===== config.mk =====
export PLATFORM = sky130hd
export DESIGN_NAME = mrw_handler
export DESIGN_NICKNAME = d
export VERILOG_FILES = /design/src/mrw_pkg.sv /design/src/mrw_handler.sv
export SDC_FILE = /design/constraint.sdc
export NUM_CORES = 2
export LEC_CHECK = 0
export BUFFER_PORTS_ARGS = -buffer_cell sky130_fd_sc_hd__buf_2
export CORE_MARGIN = 2
export CORE_UTILIZATION = 55
export CTS_BUF_LIST = sky130_fd_sc_hd__clkbuf_8
export DETAILED_ROUTE_END_ITERATION = 6
export GPL_ROUTABILITY_DRIVEN = 0
export PLACE_DENSITY = 0.72
export SLEW_MARGIN = 25
export SYNTH_ARGS = -nofsm -noshare
export SYNTH_HDL_FRONTEND = slang
export SYNTH_SLANG_ARGS = --single-unit
export TNS_END_PERCENT = 10

===== constraint.sdc =====
create_clock -name aclk -period 6.4 [get_ports aclk]
set_input_delay 0.32 -clock aclk [delete_from_list [all_inputs] [get_ports aclk]]
set_output_delay 0.32 -clock aclk [all_outputs]
set_load 0.02 [all_outputs]

===== src/mrw_pkg.sv =====
package mrw_pkg;
	// function codes handled here
	localparam logic [7:0] FC_READ_COILS = 8'h01;
	localparam logic [7:0] FC_WRITE_COIL = 8'h05;
	localparam logic [7:0] FC_DIAG = 8'h08;
	localparam logic [7:0] FC_WRITE_REGS = 8'h10;
	localparam logic [7:0] EXC_FLAG = 8'h80;
	localparam logic [7:0] SUB_BAD_FC = 8'h01;
	localparam logic [7:0] SUB_BAD_ADDR = 8'h02;
	localparam logic [7:0] SUB_BAD_DATA = 8'h03;
	localparam logic [7:0] SUB_NONE = 8'h00;
	localparam logic [7:0] BCAST_STATION = 8'h00;
	localparam logic [7:0] STATION_RST = 8'h01;
	// field limits
	localparam logic [7:0] PARAM_NUM_MAX = 8'h63;
	localparam logic [15:0] REG_CNT_MIN = 16'h0001;
	localparam logic [15:0] REG_CNT_MAX = 16'h0032;
	localparam logic [15:0] COIL_ADDR_LIMIT = 16'h0050;
	localparam logic [15:0] COIL_CNT_MAX = 16'h0050;
	localparam logic [15:0] WCOIL_ADDR_LIMIT = 16'h0010;
	localparam logic [15:0] COIL_ON = 16'hff00;
	localparam logic [15:0] COIL_OFF = 16'h0000;
	localparam logic [15:0] DIAG_SUB = 16'h0000;
	localparam logic [15:0] RUN_CMD_MASK = 16'he1ff;
	// frame layout, bytes without the error check
	localparam logic [7:0] FIXED_LEN = 8'h06;
	localparam logic [8:0] REGS_HDR_LEN = 9'h007;
	localparam logic [6:0] POS_DATA = 7'h07;
	localparam logic [3:0] EXC_LEN = 4'h3;
	localparam logic [3:0] ECHO_LEN = 4'h6;
	localparam logic [3:0] RD_HDR_LEN = 4'h3;
	localparam int BUF_DEPTH = 128;
	// register map
	localparam logic [7:0] ADDR_STATION = 8'h00;
	localparam logic [7:0] ADDR_RUN_CMD = 8'h04;
	localparam logic [7:0] ADDR_STATUS = 8'h08;
	localparam logic [7:0] ADDR_CRC_ERR = 8'h0c;
	localparam int STAT_BUSY_BIT = 8;
	localparam logic [1:0] RESP_OKAY = 2'b00;
	localparam logic [1:0] RESP_SLVERR = 2'b10;

	typedef enum logic [2:0] {
		ST_IDLE = 3'b000,
		ST_EXEC = 3'b001,
		ST_PADDR = 3'b010,
		ST_PCHK = 3'b011,
		ST_SEND = 3'b100
	} mrw_state_type;
endpackage : mrw_pkg


===== src/mrw_handler.sv =====
`timescale 1ns/100ps
module mrw_handler
	import mrw_pkg::*;
(
	input wire logic aclk, // system clock
	input wire logic aresetn, // sync reset
	input wire logic [7:0] rx_data, // received byte
	input wire logic rx_valid, // byte strobe
	input wire logic rx_last, // last byte of frame
	input wire logic rx_crc_ok, // check result, with rx_last
	output logic [7:0] tx_data, // response byte
	output logic tx_valid, // response byte valid
	output logic tx_last, // last response byte
	input wire logic tx_ready, // framer takes byte
	output logic [15:0] param_addr, // parameter identifier
	output logic [15:0] param_wdata, // parameter write word
	output logic param_wr, // parameter write pulse
	input wire logic param_used, // identifier exists
	input wire logic param_data_ok, // word in range
	output logic [15:0] run_command_word, // run command coils
	input wire logic [15:0] run_status_word, // coils 17-32
	input wire logic [15:0] run_status_word_two, // coils 33-48
	input wire logic [15:0] final_run_command_word, // coils 49-64
	input wire logic [15:0] output_terminal_word, // coils 65-80
	input wire logic [7:0] awaddr, // axi write address
	input wire logic awvalid, // axi
	output logic awready, // axi
	input wire logic [31:0] wdata, // axi write data
	input wire logic [3:0] wstrb, // axi byte strobes
	input wire logic wvalid, // axi
	output logic wready, // axi
	output logic [1:0] bresp, // axi
	output logic bvalid, // axi
	input wire logic bready, // axi
	input wire logic [7:0] araddr, // axi read address
	input wire logic arvalid, // axi
	output logic arready, // axi
	output logic [31:0] rdata, // axi read data
	output logic [1:0] rresp, // axi
	output logic rvalid, // axi
	input wire logic rready // axi
);
	mrw_state_type state_r;
	logic [7:0] mem [0:BUF_DEPTH-1];
	logic [6:0] wr_ptr_r;
	logic ovf_r;
	logic [7:0] frame_len_r;
	logic [7:0] station_r;
	logic [15:0] run_cmd_r;
	logic [15:0] crc_err_r;
	logic exc_r;
	logic [7:0] sub_r;
	logic [7:0] last_sub_r;
	logic [3:0] resp_len_r;
	logic [3:0] rd_bytes_r;
	logic [79:0] coil_r;
	logic [5:0] idx_r;
	logic [7:0] num_r;
	logic [3:0] tx_idx_r;
	logic aw_ok_r;
	logic w_ok_r;
	logic [7:0] awaddr_r;
	logic [31:0] wdata_r;
	logic [3:0] wstrb_r;
	logic do_wr;
	logic [7:0] st, fc;
	logic [15:0] a16, b16;
	logic bcast, ours;
	logic dec_drop, dec_exc, dec_param;
	logic [7:0] dec_sub;
	logic [79:0] coil_map;
	logic [127:0] cnt_mask;
	logic [79:0] coil_sel;
	logic [3:0] rd_bytes;
	logic unused_w;
	logic last_word;
	logic [7:0] tx_byte;
	logic [6:0] wpos;

	assign st = mem[0];
	assign fc = mem[1];
	assign a16 = {mem[2], mem[3]};
	assign b16 = {mem[4], mem[5]};
	assign bcast = (st == BCAST_STATION);
	assign ours = (st == station_r) || bcast;
	assign do_wr = aw_ok_r && w_ok_r && !bvalid;

	// coil image, coil 1 at bit 0
	assign coil_map = {output_terminal_word, final_run_command_word & RUN_CMD_MASK,
		run_status_word_two, run_status_word, run_cmd_r & RUN_CMD_MASK};
	assign cnt_mask = ~({128{1'b1}} << b16[6:0]);
	assign coil_sel = 80'(({48'h0, coil_map} >> a16[6:0]) & cnt_mask);
	assign rd_bytes = 4'((b16[6:0] + 7'h07) >> 3);

	// query checks, in subcode priority order
	always_comb begin
		dec_drop = 1'b0;
		dec_exc = 1'b0;
		dec_param = 1'b0;
		dec_sub = SUB_NONE;
		if (!ours || (bcast && fc != FC_WRITE_REGS)) begin
			dec_drop = 1'b1;
		end else begin
			case (fc)
				FC_WRITE_REGS: begin
					if ({1'b0, frame_len_r} != REGS_HDR_LEN + {1'b0, mem[6]}) begin
						dec_drop = 1'b1;
					end else if (b16 < REG_CNT_MIN || b16 > REG_CNT_MAX
						|| {8'h00, mem[6]} != {b16[14:0], 1'b0}
						|| mem[3] > PARAM_NUM_MAX) begin
						dec_exc = 1'b1;
						dec_sub = SUB_BAD_ADDR;
					end else begin
						dec_param = 1'b1;
					end
				end
				FC_DIAG: begin
					if (frame_len_r != FIXED_LEN) begin
						dec_drop = 1'b1;
					end else if (a16 != DIAG_SUB) begin
						dec_exc = 1'b1;
						dec_sub = SUB_BAD_ADDR;
					end
				end
				FC_READ_COILS: begin
					if (frame_len_r != FIXED_LEN) begin
						dec_drop = 1'b1;
					end else if (a16 >= COIL_ADDR_LIMIT || b16 == 16'h0000
						|| b16 > COIL_CNT_MAX) begin
						dec_exc = 1'b1;
						dec_sub = SUB_BAD_ADDR;
					end
				end
				FC_WRITE_COIL: begin
					if (frame_len_r != FIXED_LEN) begin
						dec_drop = 1'b1;
					end else if (a16 >= WCOIL_ADDR_LIMIT) begin
						dec_exc = 1'b1;
						dec_sub = SUB_BAD_ADDR;
					end else if (b16 != COIL_ON && b16 != COIL_OFF) begin
						dec_exc = 1'b1;
						dec_sub = SUB_BAD_DATA;
					end
				end
				default: begin
					dec_exc = 1'b1;
					dec_sub = SUB_BAD_FC;
				end
			endcase
		end
	end

	assign unused_w = !param_used || num_r > PARAM_NUM_MAX;
	assign last_word = ({10'h000, idx_r} == b16 - REG_CNT_MIN);
	assign wpos = 7'(POS_DATA + {idx_r, 1'b0});

	// receive buffer
	always_ff @(posedge aclk) begin
		if (state_r == ST_IDLE && rx_valid && !ovf_r) begin
			mem[wr_ptr_r] <= rx_data;
		end
	end

	always_ff @(posedge aclk) begin
		if (!aresetn) begin
			wr_ptr_r <= 7'h00;
			ovf_r <= 1'b0;
			frame_len_r <= 8'h00;
		end else if (state_r == ST_IDLE && rx_valid) begin
			if (rx_last) begin
				wr_ptr_r <= 7'h00;
				ovf_r <= 1'b0;
				frame_len_r <= {1'b0, wr_ptr_r} + 8'h01;
			end else begin
				wr_ptr_r <= wr_ptr_r + 7'h01;
				if (wr_ptr_r == 7'h7f) begin
					ovf_r <= 1'b1;
				end
			end
		end
	end

	always_ff @(posedge aclk) begin
		if (!aresetn) begin
			crc_err_r <= 16'h0000;
		end else if (state_r == ST_IDLE && rx_valid && rx_last && !rx_crc_ok) begin
			crc_err_r <= crc_err_r + 16'h0001;
		end
	end

	// command sequencer
	always_ff @(posedge aclk) begin
		if (!aresetn) begin
			state_r <= ST_IDLE;
			exc_r <= 1'b0;
			sub_r <= SUB_NONE;
			resp_len_r <= ECHO_LEN;
			rd_bytes_r <= 4'h0;
			coil_r <= 80'h0;
			idx_r <= 6'h00;
		end else begin
			unique case (state_r)
				ST_IDLE: begin
					if (rx_valid && rx_last && rx_crc_ok && !ovf_r) begin
						state_r <= ST_EXEC;
					end
				end
				ST_EXEC: begin
					exc_r <= dec_exc;
					sub_r <= dec_sub;
					idx_r <= 6'h00;
					rd_bytes_r <= rd_bytes;
					coil_r <= coil_sel;
					if (dec_exc) begin
						resp_len_r <= EXC_LEN;
					end else if (fc == FC_READ_COILS) begin
						resp_len_r <= RD_HDR_LEN + rd_bytes;
					end else begin
						resp_len_r <= ECHO_LEN;
					end
					if (dec_drop || (dec_exc && bcast)) begin
						state_r <= ST_IDLE;
					end else if (dec_param) begin
						state_r <= ST_PADDR;
					end else begin
						state_r <= ST_SEND;
					end
				end
				ST_PADDR: begin
					state_r <= ST_PCHK;
				end
				ST_PCHK: begin
					if ((unused_w && idx_r == 6'h00) || (!unused_w && !param_data_ok)) begin
						exc_r <= 1'b1;
						sub_r <= unused_w ? SUB_BAD_ADDR : SUB_BAD_DATA;
						resp_len_r <= EXC_LEN;
						state_r <= bcast ? ST_IDLE : ST_SEND;
					end else if (last_word) begin
						state_r <= bcast ? ST_IDLE : ST_SEND;
					end else begin
						idx_r <= idx_r + 6'h01;
						state_r <= ST_PADDR;
					end
				end
				ST_SEND: begin
					if (tx_valid && tx_ready && tx_last) begin
						state_r <= ST_IDLE;
					end
				end
				default: begin
					state_r <= ST_IDLE;
				end
			endcase
		end
	end

	always_ff @(posedge aclk) begin
		if (!aresetn) begin
			last_sub_r <= SUB_NONE;
		end else if (state_r == ST_SEND && tx_valid && tx_ready && tx_last && exc_r) begin
			last_sub_r <= sub_r;
		end
	end

	// parameter store port
	always_ff @(posedge aclk) begin
		if (!aresetn) begin
			param_addr <= 16'h0000;
			param_wdata <= 16'h0000;
			param_wr <= 1'b0;
			num_r <= 8'h00;
		end else begin
			param_wr <= 1'b0;
			if (state_r == ST_PADDR) begin
				num_r <= mem[3] + {2'b00, idx_r};
				param_addr <= {mem[2], mem[3] + {2'b00, idx_r}};
				param_wdata <= {mem[wpos], mem[wpos + 7'h01]};
			end
			if (state_r == ST_PCHK && !unused_w && param_data_ok) begin
				param_wr <= 1'b1;
			end
		end
	end

	// response byte for the current index
	always_comb begin
		tx_byte = mem[tx_idx_r];
		if (exc_r) begin
			if (tx_idx_r == 4'h1) begin
				tx_byte = fc | EXC_FLAG;
			end else if (tx_idx_r == 4'h2) begin
				tx_byte = sub_r;
			end
		end else if (fc == FC_READ_COILS && tx_idx_r >= 4'h2) begin
			if (tx_idx_r == 4'h2) begin
				tx_byte = {4'h0, rd_bytes_r};
			end else begin
				tx_byte = 8'(coil_r >> {tx_idx_r - RD_HDR_LEN, 3'b000});
			end
		end
	end

	always_ff @(posedge aclk) begin
		if (!aresetn) begin
			tx_idx_r <= 4'h0;
			tx_valid <= 1'b0;
			tx_data <= 8'h00;
			tx_last <= 1'b0;
		end else if (state_r != ST_SEND) begin
			tx_idx_r <= 4'h0;
			tx_valid <= 1'b0;
			tx_last <= 1'b0;
		end else if (!tx_valid) begin
			tx_valid <= 1'b1;
			tx_data <= tx_byte;
			tx_last <= (tx_idx_r == resp_len_r - 4'h1);
		end else if (tx_ready) begin
			tx_valid <= 1'b0;
			tx_last <= 1'b0;
			tx_idx_r <= tx_idx_r + 4'h1;
		end
	end

	// run command coils
	always_ff @(posedge aclk) begin
		if (!aresetn) begin
			run_cmd_r <= 16'h0000;
		end else if (state_r == ST_EXEC && !dec_drop && !dec_exc && fc == FC_WRITE_COIL) begin
			run_cmd_r[a16[3:0]] <= (b16 == COIL_ON) & RUN_CMD_MASK[a16[3:0]];
		end else if (do_wr && awaddr_r == ADDR_RUN_CMD) begin
			if (wstrb_r[0]) begin
				run_cmd_r[7:0] <= wdata_r[7:0] & RUN_CMD_MASK[7:0];
			end
			if (wstrb_r[1]) begin
				run_cmd_r[15:8] <= wdata_r[15:8] & RUN_CMD_MASK[15:8];
			end
		end
	end

	always_ff @(posedge aclk) begin
		if (!aresetn) begin
			run_command_word <= 16'h0000;
		end else begin
			run_command_word <= run_cmd_r & RUN_CMD_MASK;
		end
	end

	always_ff @(posedge aclk) begin
		if (!aresetn) begin
			station_r <= STATION_RST;
		end else if (do_wr && awaddr_r == ADDR_STATION && wstrb_r[0]) begin
			station_r <= wdata_r[7:0];
		end
	end

	// axi4-lite write channel
	always_ff @(posedge aclk) begin
		if (!aresetn) begin
			awready <= 1'b1;
			wready <= 1'b1;
			aw_ok_r <= 1'b0;
			w_ok_r <= 1'b0;
			awaddr_r <= 8'h00;
			wdata_r <= 32'h0;
			wstrb_r <= 4'h0;
			bvalid <= 1'b0;
			bresp <= RESP_OKAY;
		end else begin
			if (awready && awvalid) begin
				awaddr_r <= awaddr;
				aw_ok_r <= 1'b1;
				awready <= 1'b0;
			end
			if (wready && wvalid) begin
				wdata_r <= wdata;
				wstrb_r <= wstrb;
				w_ok_r <= 1'b1;
				wready <= 1'b0;
			end
			if (do_wr) begin
				aw_ok_r <= 1'b0;
				w_ok_r <= 1'b0;
				bvalid <= 1'b1;
				bresp <= (awaddr_r == ADDR_STATION || awaddr_r == ADDR_RUN_CMD
					|| awaddr_r == ADDR_STATUS || awaddr_r == ADDR_CRC_ERR)
					? RESP_OKAY : RESP_SLVERR;
			end
			if (bvalid && bready) begin
				bvalid <= 1'b0;
				awready <= 1'b1;
				wready <= 1'b1;
			end
		end
	end

	// axi4-lite read channel
	always_ff @(posedge aclk) begin
		if (!aresetn) begin
			arready <= 1'b1;
			rvalid <= 1'b0;
			rdata <= 32'h0;
			rresp <= RESP_OKAY;
		end else if (arready && arvalid) begin
			arready <= 1'b0;
			rvalid <= 1'b1;
			rresp <= RESP_OKAY;
			case (araddr)
				ADDR_STATION: rdata <= {24'h0, station_r};
				ADDR_RUN_CMD: rdata <= {16'h0, run_cmd_r};
				ADDR_STATUS: begin
					rdata <= {24'h0, last_sub_r};
					rdata[STAT_BUSY_BIT] <= (state_r != ST_IDLE);
				end
				ADDR_CRC_ERR: rdata <= {16'h0, crc_err_r};
				default: begin
					rdata <= 32'h0;
					rresp <= RESP_SLVERR;
				end
			endcase
		end else if (rvalid && rready) begin
			rvalid <= 1'b0;
			arready <= 1'b1;
		end
	end
endmodule : mrw_handler


==> flow_summary.json <==
{
  "synth-edff-count": 1024,
  "synth_compound_area_share_pct": 6.64,
  "core_area_sq_mm": 0.106,
  "tns_ps": 0,
  "portBuffers": 188,
  "power_density_mw_per_mm2": 250,
  "dr.pass1.iters": 7,
  "clockRootBuffer": "clkbuf_8",
  "dr_total_vias": 38400,
  "cp_max_fo": 19,
  "synthXorXnorAreaFrac_pct": 1.19,
  "p_total_mw": 16.4,
  "vias_per_cell": 6.56,
  "cts_max_level": 4,
  "arrival_ps": 4860,
  "path_clk_slew_ps": 60,
  "syn_inst": 4068,
  "cpMaxStageDelayCell": "edfxtp_1",
  "crit_chain": "buf_4 > or4_1 > nand2_1 > a2111oi_0 > a211o_1 > or2_1 > nor4_1 > o311a_1",
  "grt_max_degree": 130,
  "post-route-period-util_pct": 63.7,
  "ctsResizeCount": 0,
  "hold_viol": 0,
  "final_cells": 5856,
  "cp-end-kind": "flip-flop",
  "syn_avg_cell_area_sq_um": 14.5,
  "drtIter0Drc": 5035,
  "grt_pass1_vias": 37400,
  "yosys.area_share.simple_pct": 8.76,
  "dp_cells": 5431,
  "leakage_nw": 21.7,
  "drc": 0,
  "synth-seq-cells": 1292,
  "die_w_um": 331,
  "wirelength_mm": 162,
  "antenna_found_initial": 2,
  "multi_input_area_sq_mm": 0.0215,
  "ctsLongestPathBuffers": 3,
  "synth_top_family_by_area": "multiplexers",
  "postRouteAntennaNets": 0,
  "drv_slew": 0,
  "crit_required_ps": 7180,
  "rsz0062_at_grt": "false",
  "slew_headroom_pct": 22.6,
  "clk_latency_ps": 920,
  "cts_tree": "yes",
  "max_freq_ghz": 0.245,
  "yosysWarnings": 0,
  "overflow": 0,
  "path_class": "reg2reg",
  "routedWlPerCell_um": 27.7,
  "period_minus_slack_ps": 4080,
  "area_delta_synth_final_pct": 11.3,
  "yosysUniqueCellTypes": 86,
  "synthFlopType": "edfxtp_1",
  "setup_viol": 0,
  "tightest_slew_ps": 1160,
  "ff_latch_area_sq_mm": 0.0361,
  "syn_area_sq_mm": 0.0588,
  "grt.total_usage_pct": 29.6,
  "cpPeakStageDelay_ps": 1000,
  "synth.area.mux_share_pct": 19.2,
  "grt_pass1_wl_mm": 239,
  "rows": 119,
  "num_io_pins": 237,
  "synth_fa_ha_area_share_pct": 0.481,
  "yosysSeqAreaShare_pct": 61.4,
  "die_h_um": 331,
  "fin_worst_skew_ps": 47.3,
  "hold_class": "in2reg",
  "postCtsSetupRepairBufs": 0,
  "nets": 4460,
  "ir_worst_vdd_mv": 0.200,
  "cts_made_buffers": 199,
  "cap_violations": 0,
  "clock_sinks": 1292,
  "fp.dieArea_sq_mm": 0.110,
  "drive_above_1_share_pct": 23.2,
  "cp-start-kind": "flip-flop",
  "async_flop_share_pct": 0,
  "start_util_pct": 55.7,
  "hpwl_mm": 106,
  "nFillCells": 7793,
  "status": "finished, final reports clean"
}
## metal layers
metal	wire, um	global-route usage [%]	vias to the layer above
li1	-	-	16400
met1	60400	39.3	19200
met2	77100	47.0	2342
met3	16100	6.11	492
met4	8680	14.3	0
met5	0	0	-
## worst max-delay path, delay by kind of cell (launching register included)
family | cells | cell delay [ps]
compound gates | 3 | 1330
buf+inv | 1 | 380
flops | 1 | 1000
simple gates | 4 | 1230
## what timing repair did
action | CTS | global route
endpoints found under the hold margin | 371 | 0
endpoints found under the setup margin | 0 | 0
hold buffers | 57 | 0
## cell usage in the layout (no fill, tap or decap), types with 32 or more instances in the layout
cell / Yosys / layout
buf_2: 33 / 179
mux2i_1: 114 / 114
nor2_1: 362 / 361
clkinv_1: 2 / 39
nand4_1: 36 / 36
buf_4: 23 / 61
o21ai_0: 134 / 134
dlygate4sd3_1: 0 / 57
nor3_1: 50 / 49
dfxtp_1: 268 / 264
a22o_1: 32 / 32
clkbuf_8: 0 / 211
and2_1: 34 / 34
mux2_2: 77 / 77
mux4_2: 412 / 412
xnor2_1: 48 / 45
nand2_1: 423 / 420
a21oi_1: 171 / 171
nand3_1: 107 / 107
inv_1: 34 / 102
edfxtp_1: 1024 / 1024
## Yosys cell counts, types with 48 or more instances
master	number	area share [%]
mux4_2	412	16
dfxtp_1	268	9.1
nor3_1	50	0.43
xnor2_1	48	0.71
edfxtp_1	1024	52
clkbuf_1	171	1.1
mux2_2	77	1.5
nand3_1	107	0.91
nor2_1	362	2.3
o21ai_0	134	1.1
a21oi_1	171	1.5
buf_1	65	0.41
nand2_1	423	2.7
mux2i_1	114	1.9
## where the power goes
group          switching, mW  total [mW]  internal [mW]
sequential            0.0375        9.12           9.08
clock                   3.29        6.71           3.42
combinational          0.361       0.534          0.173
## sequential cells by signal (all words and copies together), names as in the netlist, 4 cells and up, named ones only
register and cells:
mem 1024, coil_r 80, crc_err_r 16, param_addr 16, param_wdata 16, rdata 16
run_cmd_r 16, run_command_word 12, wdata_r 12, awaddr_r 8, frame_len_r 8, station_r 8
tx_data 8, wr_ptr_r 7, idx_r 6, rd_bytes_r 4, resp_len_r 4, tx_idx_r 4
## logic make-up (layout without fill, tap and decap cells)
family	count (synthesis)	count (layout)
compound gates	588	588
xor+xnor	78	78
fa+ha+maj	22	22
buf+inv	333	705
flops	1292	1292
mux	603	603
other cells	1	26
simple gates	1151	1151
## through the flow
| step | instance area [sq um] | setup slack, ps | utilization (%) | hold slack [ps] |
|---|---|---|---|---|
| 4_1_cts | 65400 | 2330 | 61.9 | 13.2 |
| 2_1_floorplan | 58900 | 1840 | - | 410 |
| 3_3_place_gp | 60900 | 2350 | 57.6 | 422 |
| 5_1_grt | 65500 | 2090 | 62.0 | 58.7 |
| 3_5_place_dp | 60900 | 2340 | 57.6 | 429 |
| 6_report | 65500 | 2320 | 62.0 | 47.4 |
## final cells by class
class / count / area share [%]
antenna: 4 / 0.0153
clock buffer: 211 / 4.43
clock inverter: 150 / 1.50
inverter: 39 / 0.227
multi-input combinational: 2464 / 32.8
sequential: 1292 / 55.1
tap: 1391 / 2.66
timing repair buffer: 305 / 3.19
## final timing paths
kind              start      endpoint  slack [ps]  cells past startpoint
max           mem[3][2]  run_cmd_r[3]        2320                      8
max reg2reg   mem[3][2]  run_cmd_r[3]        2320                      8
min reg2reg  coil_r[66]    coil_r[66]         430                      2
min          rx_data[2]   mem[110][2]          50                      1
Note: power is estimated with default switching activity, not from simulation.
